### src/include/hms_defines.vh
`ifndef HMS_DEFINES_VH
`define HMS_DEFINES_VH

// ****************************************
// widths
// ****************************************
`define HMS_AXIS_W      12
`define HMS_TEMP_W      10

// ****************************************
// timing
// ****************************************
`define HMS_BIAS_NS     1000
`define HMS_OSC_NS      1000
`define HMS_PROBE_NS    2000
`define HMS_CONV_NS     3000
`define HMS_CLK_NS      100

// ****************************************
// channel indices
// ****************************************
`define HMS_CH_X        2'h0
`define HMS_CH_Y        2'h1
`define HMS_CH_Z        2'h2
`define HMS_CH_T        2'h3

// ****************************************
// reset values and counter width
// ****************************************
`define HMS_TEMP_EN_RST 1'h1
`define HMS_CNT_W       8

`endif

### src/rtl/hms_result_mem.v
`include "hms_defines.vh"

module hms_result_mem #(
    parameter WIDTH = `HMS_AXIS_W
) (
    // clock
    input  wire             ref_clk,
    input  wire             clk_en,
    // write side
    input  wire             wr_en,
    input  wire [1:0]       wr_addr,
    input  wire [WIDTH-1:0] wr_data,
    // read side
    input  wire [1:0]       rd_addr,
    output reg  [WIDTH-1:0] rd_data
);

    reg [WIDTH-1:0] mem [0:3];

    always @(posedge ref_clk) begin
        if (clk_en) begin
            if (wr_en) begin
                mem[wr_addr] <= wr_data;
            end
            rd_data <= mem[rd_addr];
        end
    end

endmodule // hms_result_mem

### src/rtl/hms_sequencer.v
// Function
// - the device only answers as a bus slave and never starts a transfer itself.
// - after start-up turns on bias and fast oscillator the device idles in low power and takes config.
// - every reconfiguration starts one measurement cycle by itself.
// - a cycle runs bias, supply check with fast oscillator, probe bias, channel conversions, then back to idle.
// - temperature conversion is optional, on after reset, and follows X, Y and Z in the same cycle.
// - while supply is too low the sequencer holds, then restarts its current function from the start (conversions from probe bias).
// - a supply restart event during a function aborts it and runs it again from its start; conversions rerun from probe bias.
// - cycle completion is signalled by an open-drain low pulse on the shared clock/interrupt pin.
// - axis results are 12 bits and the temperature result is 10 bits.
// - a trigger from the master starts a measurement cycle.
`include "hms_defines.vh"

module hms_sequencer #(
    parameter AXIS_W   = `HMS_AXIS_W,
    parameter TEMP_W   = `HMS_TEMP_W,
    parameter INT_LEN  = 4
) (
    // clock and reset
    input  wire              ref_clk,
    input  wire              rst_n,
    input  wire              clk_en,
    // slave-side requests decoded by the serial interface
    input  wire              cfg_wr,
    input  wire              cfg_temp_en,
    input  wire              trig,
    input  wire              if_reset,
    // supply monitor
    input  wire              supply_ok,
    // analog front end
    output reg               bias_en,
    output reg               fosc_en,
    output reg               probe_en,
    output reg  [1:0]        adc_ch,
    output reg               adc_start,
    input  wire              adc_done,
    input  wire [AXIS_W-1:0] adc_data,
    // result readout
    input  wire [1:0]        rd_ch,
    output wire [AXIS_W-1:0] rd_data,
    // status
    output reg               busy,
    output reg               low_power,
    // shared clock / interrupt pin
    output wire              int_o,
    output wire              int_oe
);

    // ****************************************
    // timing
    // ****************************************
    localparam [31:0]           BIAS_NUM  = (`HMS_BIAS_NS + `HMS_CLK_NS - 1) / `HMS_CLK_NS;
    localparam [31:0]           OSC_NUM   = (`HMS_OSC_NS + `HMS_CLK_NS - 1) / `HMS_CLK_NS;
    localparam [31:0]           PROBE_NUM = (`HMS_PROBE_NS + `HMS_CLK_NS - 1) / `HMS_CLK_NS;
    localparam [`HMS_CNT_W-1:0] BIAS_CYC  = BIAS_NUM[`HMS_CNT_W-1:0];
    localparam [`HMS_CNT_W-1:0] OSC_CYC   = OSC_NUM[`HMS_CNT_W-1:0];
    localparam [`HMS_CNT_W-1:0] PROBE_CYC = PROBE_NUM[`HMS_CNT_W-1:0];

    // ****************************************
    // states
    // ****************************************
    localparam [6:0] S_START = 7'h01;
    localparam [6:0] S_IDLE  = 7'h02;
    localparam [6:0] S_BIAS  = 7'h04;
    localparam [6:0] S_OSC   = 7'h08;
    localparam [6:0] S_PROBE = 7'h10;
    localparam [6:0] S_CONV  = 7'h20;
    localparam [6:0] S_DONE  = 7'h40;

    function is_last;
        input [1:0] ch;
        input       t_en;
        begin
            is_last = t_en ? (ch == `HMS_CH_T) : (ch == `HMS_CH_Z);
        end
    endfunction

    // ****************************************
    // reset and input synchronisers
    // ****************************************
    reg  [1:0] rst_sync;
    wire       rst_ok = rst_sync[1];
    reg  [1:0] sup_sync;
    wire       sup = sup_sync[1];
    reg        sup_prev;

    always @(posedge ref_clk or negedge rst_n) begin
        if (!rst_n) begin
            rst_sync <= 2'h0;
        end else begin
            rst_sync <= {rst_sync[0], 1'h1};
        end
    end

    always @(posedge ref_clk or negedge rst_ok) begin
        if (!rst_ok) begin
            sup_sync <= 2'h0;
            sup_prev <= 1'h0;
        end else if (clk_en) begin
            sup_sync <= {sup_sync[0], supply_ok};
            sup_prev <= sup;
        end
    end

    wire sup_drop = sup_prev & ~sup;

    // ****************************************
    // sequencer
    // ****************************************
    reg [6:0]            state;
    reg [`HMS_CNT_W-1:0] cnt;
    reg                  temp_en;
    reg                  pend;
    reg [2:0]            int_cnt;
    reg                  wr_en;
    reg [1:0]            wr_addr;
    reg [AXIS_W-1:0]     wr_data;

    wire req = cfg_wr | trig;

    always @(posedge ref_clk or negedge rst_ok) begin
        if (!rst_ok) begin
            state     <= S_START;
            cnt       <= {`HMS_CNT_W{1'b0}};
            temp_en   <= `HMS_TEMP_EN_RST;
            pend      <= 1'h0;
            bias_en   <= 1'h0;
            fosc_en   <= 1'h0;
            probe_en  <= 1'h0;
            adc_ch    <= `HMS_CH_X;
            adc_start <= 1'h0;
            busy      <= 1'h0;
            low_power <= 1'h0;
            int_cnt   <= 3'h0;
            wr_en     <= 1'h0;
            wr_addr   <= 2'h0;
            wr_data   <= {AXIS_W{1'b0}};
        end else if (clk_en) begin
            adc_start <= 1'h0;
            wr_en     <= 1'h0;
            if (int_cnt != 3'h0) begin
                int_cnt <= int_cnt - 3'h1;
            end
            if (cfg_wr) begin
                temp_en <= cfg_temp_en;
            end
            if (if_reset) begin
                temp_en <= `HMS_TEMP_EN_RST;
            end
            // a request that cannot start now is kept, also while supply is low
            if (req && (state != S_IDLE || !sup || sup_drop)) begin
                pend <= 1'h1;
            end
            if (!sup || sup_drop) begin
                cnt <= {`HMS_CNT_W{1'b0}};
                if (state == S_CONV) begin
                    // rerun from probe bias so a fresh start pulse goes out
                    adc_ch <= `HMS_CH_X;
                    state  <= S_PROBE;
                end
            end else begin
                case (state)
                    S_START: begin
                        bias_en <= 1'h1;
                        fosc_en <= 1'h1;
                        cnt     <= cnt + 1'b1;
                        if (cnt >= BIAS_CYC) begin
                            bias_en   <= 1'h0;
                            fosc_en   <= 1'h0;
                            low_power <= 1'h1;
                            cnt       <= {`HMS_CNT_W{1'b0}};
                            state     <= S_IDLE;
                        end
                    end
                    S_IDLE: begin
                        if (req || pend) begin
                            pend      <= 1'h0;
                            busy      <= 1'h1;
                            low_power <= 1'h0;
                            bias_en   <= 1'h1;
                            state     <= S_BIAS;
                        end
                    end
                    S_BIAS: begin
                        cnt <= cnt + 1'b1;
                        if (cnt >= BIAS_CYC) begin
                            cnt     <= {`HMS_CNT_W{1'b0}};
                            fosc_en <= 1'h1;
                            state   <= S_OSC;
                        end
                    end
                    S_OSC: begin
                        cnt <= cnt + 1'b1;
                        if (cnt >= OSC_CYC) begin
                            cnt      <= {`HMS_CNT_W{1'b0}};
                            probe_en <= 1'h1;
                            state    <= S_PROBE;
                        end
                    end
                    S_PROBE: begin
                        cnt <= cnt + 1'b1;
                        if (cnt >= PROBE_CYC) begin
                            cnt       <= {`HMS_CNT_W{1'b0}};
                            adc_ch    <= `HMS_CH_X;
                            adc_start <= 1'h1;
                            state     <= S_CONV;
                        end
                    end
                    S_CONV: begin
                        if (adc_done) begin
                            wr_en   <= 1'h1;
                            wr_addr <= adc_ch;
                            wr_data <= (adc_ch == `HMS_CH_T) ?
                                       {{(AXIS_W-TEMP_W){1'b0}}, adc_data[TEMP_W-1:0]} : adc_data;
                            if (is_last(adc_ch, temp_en)) begin
                                state <= S_DONE;
                            end else begin
                                adc_ch    <= adc_ch + 2'h1;
                                adc_start <= 1'h1;
                            end
                        end
                    end
                    S_DONE: begin
                        // result write lands on the same edge that the interrupt starts
                        bias_en   <= 1'h0;
                        fosc_en   <= 1'h0;
                        probe_en  <= 1'h0;
                        busy      <= 1'h0;
                        low_power <= 1'h1;
                        int_cnt   <= INT_LEN[2:0];
                        state     <= S_IDLE;
                    end
                    default: begin
                        state <= S_START;
                    end
                endcase
            end
        end
    end

    // ****************************************
    // results and interrupt
    // ****************************************
    hms_result_mem #(
        .WIDTH (AXIS_W)
    ) u_mem (
        .ref_clk (ref_clk),
        .clk_en  (clk_en),
        .wr_en   (wr_en),
        .wr_addr (wr_addr),
        .wr_data (wr_data),
        .rd_addr (rd_ch),
        .rd_data (rd_data)
    );

    // open-drain: only ever pulls low; no bus mastering here
    assign int_o  = 1'h0;
    assign int_oe = (int_cnt != 3'h0);

endmodule // hms_sequencer

### config.mk
export PLATFORM = sky130hd
export DESIGN_NAME = hms_sequencer
export DESIGN_NICKNAME = d
export VERILOG_FILES = /design/src/rtl/hms_result_mem.v /design/src/rtl/hms_sequencer.v
export VERILOG_INCLUDE_DIRS = /design/src /design/src/include
export SDC_FILE = /design/constraint.sdc
export NUM_CORES = 1
export LEC_CHECK = 0
export BUFFER_PORTS_ARGS = -buffer_cell sky130_fd_sc_hd__buf_2
export CAP_MARGIN = 20
export CORE_AREA = 8 8 123 125
export CTS_CLUSTER_DIAMETER = 30
export DETAILED_ROUTE_END_ITERATION = 6
export DIE_AREA = 0 0 131 133
export GPL_ROUTABILITY_DRIVEN = 0
export SYNTH_ARGS = -nofsm -noshare
export SYNTH_HDL_FRONTEND = slang
export SYNTH_SLANG_ARGS = --single-unit
### constraint.sdc
create_clock -name ref_clk -period 3.75 [get_ports ref_clk]
set_input_delay 0.75 -clock ref_clk [delete_from_list [all_inputs] [get_ports ref_clk]]
set_output_delay 0.75 -clock ref_clk [all_outputs]
set_load 0.05 [all_outputs]
==> results of run 1 <==
## cells in the mapped netlist, types with 2 or more instances
library cell	n
o21ai_0	18
o31ai_1	5
nand2b_1	2
a41oi_1	4
a31oi_1	3
ha_1	6
dfstp_2	2
nand3_1	11
nor3_1	7
conb_1	2
and3_1	4
mux2i_1	2
a21o_1	4
and2_1	3
buf_4	3
xor2_1	2
clkbuf_1	4
inv_1	13
o22a_1	2
nand3b_1	3
a22oi_1	2
nor2b_1	2
a32oi_1	3
mux4_2	12
nor3b_1	3
edfxtp_1	60
buf_2	4
nand2_1	13
mux2_2	13
o21ai_1	3
or3_1	3
nor2_1	16
dfrtp_1	45
o22ai_1	6
a31o_2	2
a21oi_1	4
## power by group through the flow
stage	combinational, uW	clock [uW]	sequential [uW]
2_1_floorplan	438	0	1620
3_3_place_gp	594	0	1610
3_5_place_dp	609	0	1610
4_1_cts	615	913	1590
5_1_grt	689	960	1600
6_report	622	890	1580
## routing by layer
| metal | up-vias | GRT usage [%] |
|---|---|---|
| met2 | 84 | 18.0 |
| met1 | 1366 | 13.0 |
| li1 | 1278 | - |
| met3 | 15 | 4.22 |
| met5 | - | 0 |
| met4 | 0 | 2.87 |
## worst max path at each step
stage              from              end  slack [ns]  cells past startpoint
4_1_cts        state[5]           cnt[3]        1.36                      5
3_3_place_gp     clk_en       wr_data[1]        1.20                      6
6_report       state[5]           cnt[3]        1.32                      5
3_5_place_dp     clk_en       wr_data[9]        1.15                      6
2_1_floorplan    clk_en  u_mem.mem[1][0]        1.26                      3
5_1_grt        state[5]           cnt[1]        1.10                      5
## state kept, by name (all words and copies together), names as in the netlist
signal and count:
pend 1, cnt 8, wr_addr 2, int_cnt 3
u_mem.mem 48, adc_start 1, sup_sync 2, probe_en 1
bias_en 1, state 7, busy 1, low_power 1
rst_sync 2, wr_data 12, temp_en 1, fosc_en 1
wr_en 1, adc_ch 2, u_mem.rd_data 12
## area by class of cell
cell class / count / share of cell area [%]
Tap cell: 176 / 4.24
Sequential cell: 107 / 57.4
Timing Repair Buffer: 47 / 4.96
Multi-Input combinational cell: 176 / 27.0
Clock buffer: 11 / 4.48
Inverter: 14 / 1.01
Clock inverter: 5 / 0.867
## logic make-up (layout without fill, tap and decap cells)
| kind of cell | Yosys count | after routing | synth area share [%] |
|---|---|---|---|
| flops | 107 | 107 | 66.2 |
| simple gates | 74 | 74 | 9.07 |
| compound gates | 63 | 63 | 9.43 |
| mux | 29 | 29 | 10.3 |
| buf+inv | 27 | 77 | 2.78 |
| fa+ha+maj | 6 | 6 | 1.67 |
| other cells | 2 | 2 | 0.167 |
| xor+xnor | 2 | 2 | 0.389 |
## stage by stage
step / setup slack [ns] / hold slack [ns] / std cells / util, %
floorplan: 1.26 / 0.331 / 310 / -
global route: 1.10 / 0.132 / 536 / 39.7
detailed placement: 1.15 / 0.347 / 519 / 37.4
finish: 1.32 / 0.118 / 536 / 39.7
CTS: 1.36 / 0.162 / 535 / 39.5
global placement: 1.20 / 0.338 / 519 / 37.4
## worst reg2reg max path: cells and delay by family (launching register included)
kind            cells  cell delay (ns)
flops               1             0.50
compound gates      3             1.07
simple gates        2             0.77
==> results.txt, run 1 <==
# diodes: 0
Design Area, Final: 5190 um2
Pwr per Cell Area: 596 nW/um2
Post-Syn Area: 4500 um2
# hold bufs at CTS: 0
Initial core utilization: 34.4%
Crit path max-delay cell type: nor4_2
Initial DRC count: 190
Antenna Nets Post-Route: 0
DRC viols: 0
Post-CTS sizing: 0
Horiz. Die Dim: 131 um
Cell count after synthesis: 310
Metal-1 WL: 3.77 mm
Worst-Skew Late Latency: 0.35 ns
Combinational fraction of design power: 20.1%
WP buf/inv: 0
Storage cell area: 2980 um2
Max incr delay on CP: 0.59 ns
Crit-path max FO: 10
GRT Overall Usage: 11.0%
Largest net degree at the start of global routing: 46
Cell depth of the worst flop-to-flop path: 5
CP Capture Type: flop
Top Metal Used: met4
Ports: 45
Die H: 133 um
Share of cells above drive strength 1: 27.2%
CTS tree: done
WP data required: 4.00 ns
NetSw: 979 uW
Clk buf depth: 2
Clock transition at the registers of the reported paths: 0.07 ns
Most common cell after layout, fill and taps aside: edfxtp_1
Sequential area share after synthesis: 66.2%
Port buffer count: 43
Clock Skew: 0.00533 ns
Most frequent cells in the layout: 60 x edfxtp_1, 44 x dfrtp_1, 43 x buf_2
Slew Limit Fails: 0
H-tree depth: 3
Yosys Warn Count: 0
Leakage power: 0.00208 uW
Drt pass-1 iters: 4
CTS buffer count: 9
CTS root buf: clkbuf_16
#FFs+latches synth: 107
Worst-Margin Slew: 0.995 ns
Setup Fix Bufs, Post-CTS: 0
Max_cap viols: 0
HPWL after DPL: 6.23 mm
Total grt overflow: 0
Sink Count: 107
Row count: 42
Post-synth top area cell: edfxtp_1
Crit path kind: reg -> reg
Unrepaired setup endpoints after global routing: false
Switch share: 31.6%
Routed length per instance: 16.8 um
Vias in the first global route: 2808
Max Fclk: 0.412 GHz
Power Internal: 2110 uW
Critical path's top delay family: compound AO/OA/AOI/OAI gates
Distinct cell type count after synthesis: 55
Drt via density: 5.12
Final wirelength: 9.02 mm
Worst r2r src: state[5]
Sequential Power Share: 51.1%
Post-synth EDFFs: 60
Reg2reg setup slack: 1.32 ns
Final setup fails: 0
CP Cell Sequence: nor4_2, o211ai_1, a31oi_1, nand2_1, o31ai_1
Outcome: finished, final reports clean
RR Endpoint: cnt[3]
Area contributors post-synth: edfxtp_1 40%, dfrtp_1 25%, mux4_2 6.0%
Metal3 WL: 590 um
Multi-input logic area: 1400 um2
DIE AREA: 17400 um2
VDD IR-drop max: 353 uV
Clk network pwr share: 28.8%
DR WL met2: 4.55 mm
Setup TNS: 0 ns
Mapped Nets: 339
Initial antenna violation count: 0
Share of Yosys cell area claimed by the top area cell type: 40.0%
DP Area: 4900 um2
First-pass GRT wire length: 14.7 mm
Synth-to-layout area growth: 15.4%
Asr flop ratio synth: 43.9%
Design Power: 3090 uW
Hold Vio Cnt, Final: 0
Top FF cell, synth: edfxtp_1
Critical Path AT: 2.68 ns
Fillers: 1204
Mean Syn Cell Area: 14.5 um2
Tcrit/Tclk final: 64.7%
DR vias: 2743
NumNets Final: 384
Slew headroom: 33.4%
Fin crit period: 2.43 ns
Worst hold path type: reg -> async
Core area: 13100 um2
Crit path launch type: flop
No activity file was read; power rests on OpenSTA's default activity.
==> inputs of run 2 (changes only) <==
--- a/config.mk
+++ b/config.mk
@@ -6,12 +6,13 @@
 export SDC_FILE = /design/constraint.sdc
 export NUM_CORES = 1
 export LEC_CHECK = 0
+export ABC_AREA = 1
 export BUFFER_PORTS_ARGS = -buffer_cell sky130_fd_sc_hd__buf_2
 export CAP_MARGIN = 20
-export CORE_AREA = 8 8 123 125
+export CORE_AREA = 8 8 124 126
 export CTS_CLUSTER_DIAMETER = 30
 export DETAILED_ROUTE_END_ITERATION = 6
-export DIE_AREA = 0 0 131 133
+export DIE_AREA = 0 0 132 134
 export GPL_ROUTABILITY_DRIVEN = 0
 export SYNTH_ARGS = -nofsm -noshare
 export SYNTH_HDL_FRONTEND = slang
==> constraint.sdc (replaced) <==
create_clock -name ref_clk -period 2.5 [get_ports ref_clk]
set_input_delay 0.5 -clock ref_clk [delete_from_list [all_inputs] [get_ports ref_clk]]
set_output_delay 0.5 -clock ref_clk [all_outputs]
set_load 0.05 [all_outputs]
==> run 2 against run 1 <==
Synthesized cell count up 45%. Non-clock buffer count up 3. Register-to-register slack lost 0.67 ns. Worst hold slack improved by 0.099 ns. Final cell count is 28% higher. Routed wire length rose by 6.9%. Utilization is 0.10 points lower. Clock skew up 0.00097 ns. First-iteration DRC count is 25% lower. Die area is 1.5% higher. Critical path type is now reg -> out.
==> results.txt, run 2 <==
Outcome: finished, final reports clean
Count leader, synth: nand2_1
Critical path's top delay family: flip-flops
Hold Vio Cnt, Final: 0
Mapped Nets: 480
Sequential area share after synthesis: 64.6%
CP Cell Sequence: inv_1, ha_1, nand2_1, buf_2
Port buffer count: 43
Crit path max-delay cell type: dfrtp_1
DR vias: 3250
Synth top cells by count: 103 x nand2_1, 60 x edfxtp_1, 51 x nor2_1
Share of cells above drive strength 1: 18.2%
Post-synth EDFFs: 60
Worst-Margin Slew: 0.643 ns
Biggest register: u_mem.mem
Slew Limit Fails: 0
Asr flop ratio synth: 43.9%
Largest registers: u_mem.mem: 48 flops, u_mem.rd_data: 12 flops, wr_data: 12 flops
Clock Skew: 0.00630 ns
Horiz. Die Dim: 132 um
Mean Syn Cell Area: 10.2 um2
Tcrit/Tclk final: 75.5%
Fillers: 1317
Ports: 45
Distinct cell type count after synthesis: 35
Area contributors post-synth: edfxtp_1 39%, dfrtp_1 24%, nand2_1 8.4%
Clk buf depth: 2
Drt via density: 4.74
# diodes: 0
Initial DRC count: 142
Final setup fails: 0
First-pass GRT wire length: 16.3 mm
Antenna Nets Post-Route: 0
Initial core utilization: 34.2%
WP data required: 2.00 ns
Synth-to-layout area growth: 15.9%
Die H: 134 um
CTS tree: done
Vias in the first global route: 3309
Initial antenna violation count: 0
WP buf/inv: 2
Routed length per instance: 14.1 um
HPWL after DPL: 6.82 mm
Core area: 13500 um2
Crit path launch type: flop
Crit-path max FO: 4
Most frequent cells in the layout: 103 x nand2_1, 60 x edfxtp_1, 51 x nor2_1
CTS buffer count: 9
Final wirelength: 9.65 mm
Final Util: 39.6%
Top FF cell, synth: edfxtp_1
DRC viols: 0
Slew headroom: 57.1%
DIE AREA: 17700 um2
Total grt overflow: 0
Worst hold path type: reg -> async
Yosys Warn Count: 0
Most common cell after layout, fill and taps aside: nand2_1
Fin crit period: 1.89 ns
Drt pass-1 iters: 4
Leakage power: 0.00236 uW
Crit path kind: reg -> out
NumNets Final: 529
Worst hold slack: 0.218 ns
Post-synth top area cell: edfxtp_1
Largest net degree at the start of global routing: 46
Largest register FFs: 48
#FFs+latches synth: 107
Post-Syn Area: 4610 um2
Max Fclk: 0.530 GHz
GRT Overall Usage: 11.3%
Critical Path AT: 1.39 ns
Row count: 43
Max_cap viols: 0
Pwr per Cell Area: 786 nW/um2
Clock transition at the registers of the reported paths: 0.07 ns
CTS root buf: clkbuf_16
H-tree depth: 3
Worst-Skew Late Latency: 0.34 ns
Setup Fix Bufs, Post-CTS: 0
Setup TNS: 0 ns
Share of Yosys cell area claimed by the top area cell type: 39.1%
CP Capture Type: primary output
Cell count after synthesis: 451
VDD IR-drop max: 333 uV
Max incr delay on CP: 0.36 ns
Sink Count: 107
Unrepaired setup endpoints after global routing: false
-- run 2: cell types whose count changed in the layout (fill, tap and decap cells not counted), moves of 12 or more --
cell | before | now
mux2_2 | 13 | 0
o21ai_0 | 18 | 37
mux4_2 | 12 | 0
inv_1 | 13 | 29
nor2_1 | 16 | 51
nand2_1 | 13 | 103
-- run 2: worst reg2reg max path, delay by kind of cell, from the launching register on --
| family | cells | cell delay (ns) |
|---|---|---|
| and+or+nand+nor | 4 | 0.93 |
| DFF | 1 | 0.61 |
| buffers and inverters | 1 | 0.20 |
-- run 2: repair_timing --
action                                 in CTS  in global routing
hold buffers                                1                  0
gates resized for setup                     0                  0
endpoints found under the hold margin       2                  0
-- run 2: kinds of logic after synthesis --
logic type | Yosys count | share of synthesized area (%)
simple gates | 206 | 19.8
other cells | 2 | 0.163
buf+inv | 53 | 4.48
fa+ha+maj | 6 | 1.63
xor+xnor | 3 | 0.570
compound gates | 74 | 8.73
flops | 107 | 64.6
-- run 2: final cells by class --
type	count	area, um2	area share (%)
repair buffers	50	283	5.29
clock buffers	11	233	4.35
clock inverters	5	43.8	0.819
flip-flops and latches	107	2980	55.8
multi-input cells	291	1430	26.7
well taps	180	225	4.21
inverters	41	154	2.88
-- run 2: stage by stage --
stage               power (uW)  worst slack (ns)  std cells  instance area, um2
global placement          2900             0.477        667                5040
CTS                       4250             0.577        684                5330
global route              4430             0.483        685                5350
floorplan                 2730             0.346        451                4610
finish                    4200             0.613        685                5350
detailed placement        2930             0.446        667                5040
-- run 2: worst paths after layout --
kind                       slack (ns)         from           to  depth (start not counted)
max                              0.61   int_cnt[0]       int_oe                          4
min                              0.22  rst_sync[1]   wr_data[3]                          0
max reg2reg                      0.65  sup_sync[1]   wr_data[7]                          5
min reg2reg                      0.22  rst_sync[1]   wr_data[3]                          0
max in group asynchronous        1.70  rst_sync[1]     state[0]                          1
min in group ref_clk             0.35  rst_sync[0]  rst_sync[1]                          0
-- run 2: report_power, final --
group | internal [uW] | switching, uW | leakage (uW)
Clock | 691 | 621 | 0.000135
Combinational | 243 | 559 | 0.000990
Sequential | 1980 | 108 | 0.00123
-- run 2: routing by layer --
metal	global-route usage, %	share of wire (%)	up-vias
li1	-	-	1620
met1	13.2	43	1561
met2	20.2	52	63
met3	3.22	4.4	6
met4	2.49	0.59	0
met5	0	0	-
==> inputs of run 3 (changes only) <==
==> constraint.sdc (replaced) <==
create_clock -name ref_clk -period 1.6 [get_ports ref_clk]
set_input_delay 0.32 -clock ref_clk [delete_from_list [all_inputs] [get_ports ref_clk]]
set_output_delay 0.32 -clock ref_clk [all_outputs]
set_load 0.05 [all_outputs]
==> run 3 against run 2 <==
The flow now finishes with violations (negative setup slack). Non-clock buffer count is 30 higher. Global-route usage up 0.49 points. Utilization rose by 3.1 points. Sequential power is 56% higher. Die area did not move. Sequential cell count is the same. Count of clock-buffer cells in the layout did not move. Worst hold slack worse by 0.054 ns. Critical path type is now reg -> reg. Largest cell class unchanged. Largest power group unchanged. Highest routed layer unchanged.
==> results.txt, run 3 (synthesis results as in run 2) <==
Pwr per Cell Area: 1220 nW/um2
Clk buf depth: 2
Routed length per instance: 14.1 um
Horiz. Die Dim: 132 um
Worst Hold Depth: 3
Stages on the worst setup path: 10
Worst hold path type: in -> reg
Max_cap viols: 0
Synth-to-layout area growth: 24.9%
Grt met1 use: 13.4%
Worst hold slack: 0.163 ns
Final wirelength: 10.1 mm
Placed cells: 687
DIE AREA: 17700 um2
Clock transition at the registers of the reported paths: 0.07 ns
Critical Path AT: 1.94 ns
Max Fclk: 0.595 GHz
DR vias: 3351
Crit path max-delay cell type: dfrtp_1
Grt peak-use layer: met2
Crit path kind: reg -> reg
WP data required: 1.85 ns
WP buf/inv: 0
Die H: 134 um
Port buffer count: 43
Initial DRC count: 171
Hold Vio Cnt, Final: 0
Failing checks: negative setup slack
Sink Count: 107
CTS buffer count: 9
DRC viols: 0
Crit path launch type: flop
Met3 Usage GRT: 2.58%
Fillers: 1302
Vias in the first global route: 3370
Final setup fails: 17
Design Power: 7010 uW
Most frequent cells in the layout: 90 x nand2_1, 60 x edfxtp_1, 45 x nor2_1
Core area: 13500 um2
Drt via density: 4.69
CTS root buf: clkbuf_16
Worst-Skew Late Latency: 0.36 ns
First-pass GRT wire length: 16.5 mm
H-tree depth: 3
Cell depth of the worst flop-to-flop path: 10
Share of cells above drive strength 1: 29.7%
Largest net degree at the start of global routing: 46
Unrepaired setup endpoints after global routing: true
Most common cell after layout, fill and taps aside: nand2_1
Largest register FFs: 48
CTS tree: done
DP Area: 5230 um2
Non-filler cells, final: 715
Leakage power: 0.00254 uW
Antenna Nets Post-Route: 0
Row count: 43
VDD IR-drop max: 682 uV
Outcome: finished, violations left
Initial antenna violation count: 0
Largest registers: u_mem.mem: 48 flops, u_mem.rd_data: 12 flops, wr_data: 12 flops
CP Capture Type: flop
Design Area, Final: 5760 um2
Clock Skew: 0.00845 ns
CP Cell Sequence: nor2_4, nand2_4, nor2_4, nand2_2, nand2_2, nand2_4, nor2_8, nand3_4, nand2_1, nand2_1
GRT Overall Usage: 11.8%
Crit-path max FO: 8
Final setup margin: -0.0806 ns
Ports: 45
Total grt overflow: 0
Slew Limit Fails: 0
Max incr delay on CP: 0.43 ns
Setup TNS: -0.793 ns
Drt pass-1 iters: 4
HPWL after DPL: 6.97 mm
# diodes: 0
Met2 GRT Util: 20.6%
NumNets Final: 559
Fin crit period: 1.68 ns
Biggest register: u_mem.mem
Initial core utilization: 34.2%
Critical path's top delay family: simple AND/OR/NAND/NOR gates
Tcrit/Tclk final: 105%
==> run 3: changes by cell type in the layout (fill, tap and decap cells not counted), moves of 6 or more <==
cell	previous run	this run
buf_4	5	32
nand2_2	6	14
nand2_1	103	90
nor2_1	51	45
==> run 3: timing repair <==
item,in CTS,in global routing
resized for setup,9,43
pin swaps,1,13
hold endpoints to repair,2,0
hold buffers,1,0
setup buffers,1,10
endpoints found under the setup margin,11,36
==> run 3: worst paths after layout <==
path / from / endpoint / slack (ns)
max in group asynchronous: rst_sync[1] / temp_en / 1.08
setup reg to reg: state[1] / state[1] / -0.08
setup / recovery: state[1] / state[1] / -0.08
hold / removal: adc_data[0] / wr_data[0] / 0.16
hold reg to reg: rst_sync[1] / wr_data[3] / 0.23
min in group asynchronous: rst_sync[1] / wr_data[3] / 0.23
==> run 3: worst min-delay path: cells and delay by family <==
kind	cells	cell delay, ns
AND/OR/NAND/NOR	2	0.09
buffers and inverters	1	0.08
==> run 3: report_power, final <==
part	internal (uW)	switching, uW
Combinational	572	1020
Clock	1120	1030
Sequential	3100	167
Total	4790	2220
==> run 3: per-layer routing <==
layer | up-vias | wire [um]
li1 | 1678 | -
met1 | 1599 | 4430
met2 | 59 | 5110
met3 | 15 | 363
met4 | 0 | 214
met5 | - | 0
==> run 3: area by class of cell <==
class                   count  area (um2)  share of cell area [%]
repair buffers             80         529                    9.18
clock buffers              11         243                    4.21
inverters                  41         161                    2.80
well taps                 180         225                    3.91
flip-flops and latches    107        2990                    51.8
clock inverters             5        46.3                   0.803
multi-input cells         291        1570                    27.2
==> run 3: metrics by stage <==
step                util, %  setup WS, ns
finish                 42.7       -0.0806
global route           42.7        -0.166
detailed placement     38.7       -0.0523
floorplan                 -       -0.0570
global placement       38.7       0.00179
CTS                    41.2       0.00237
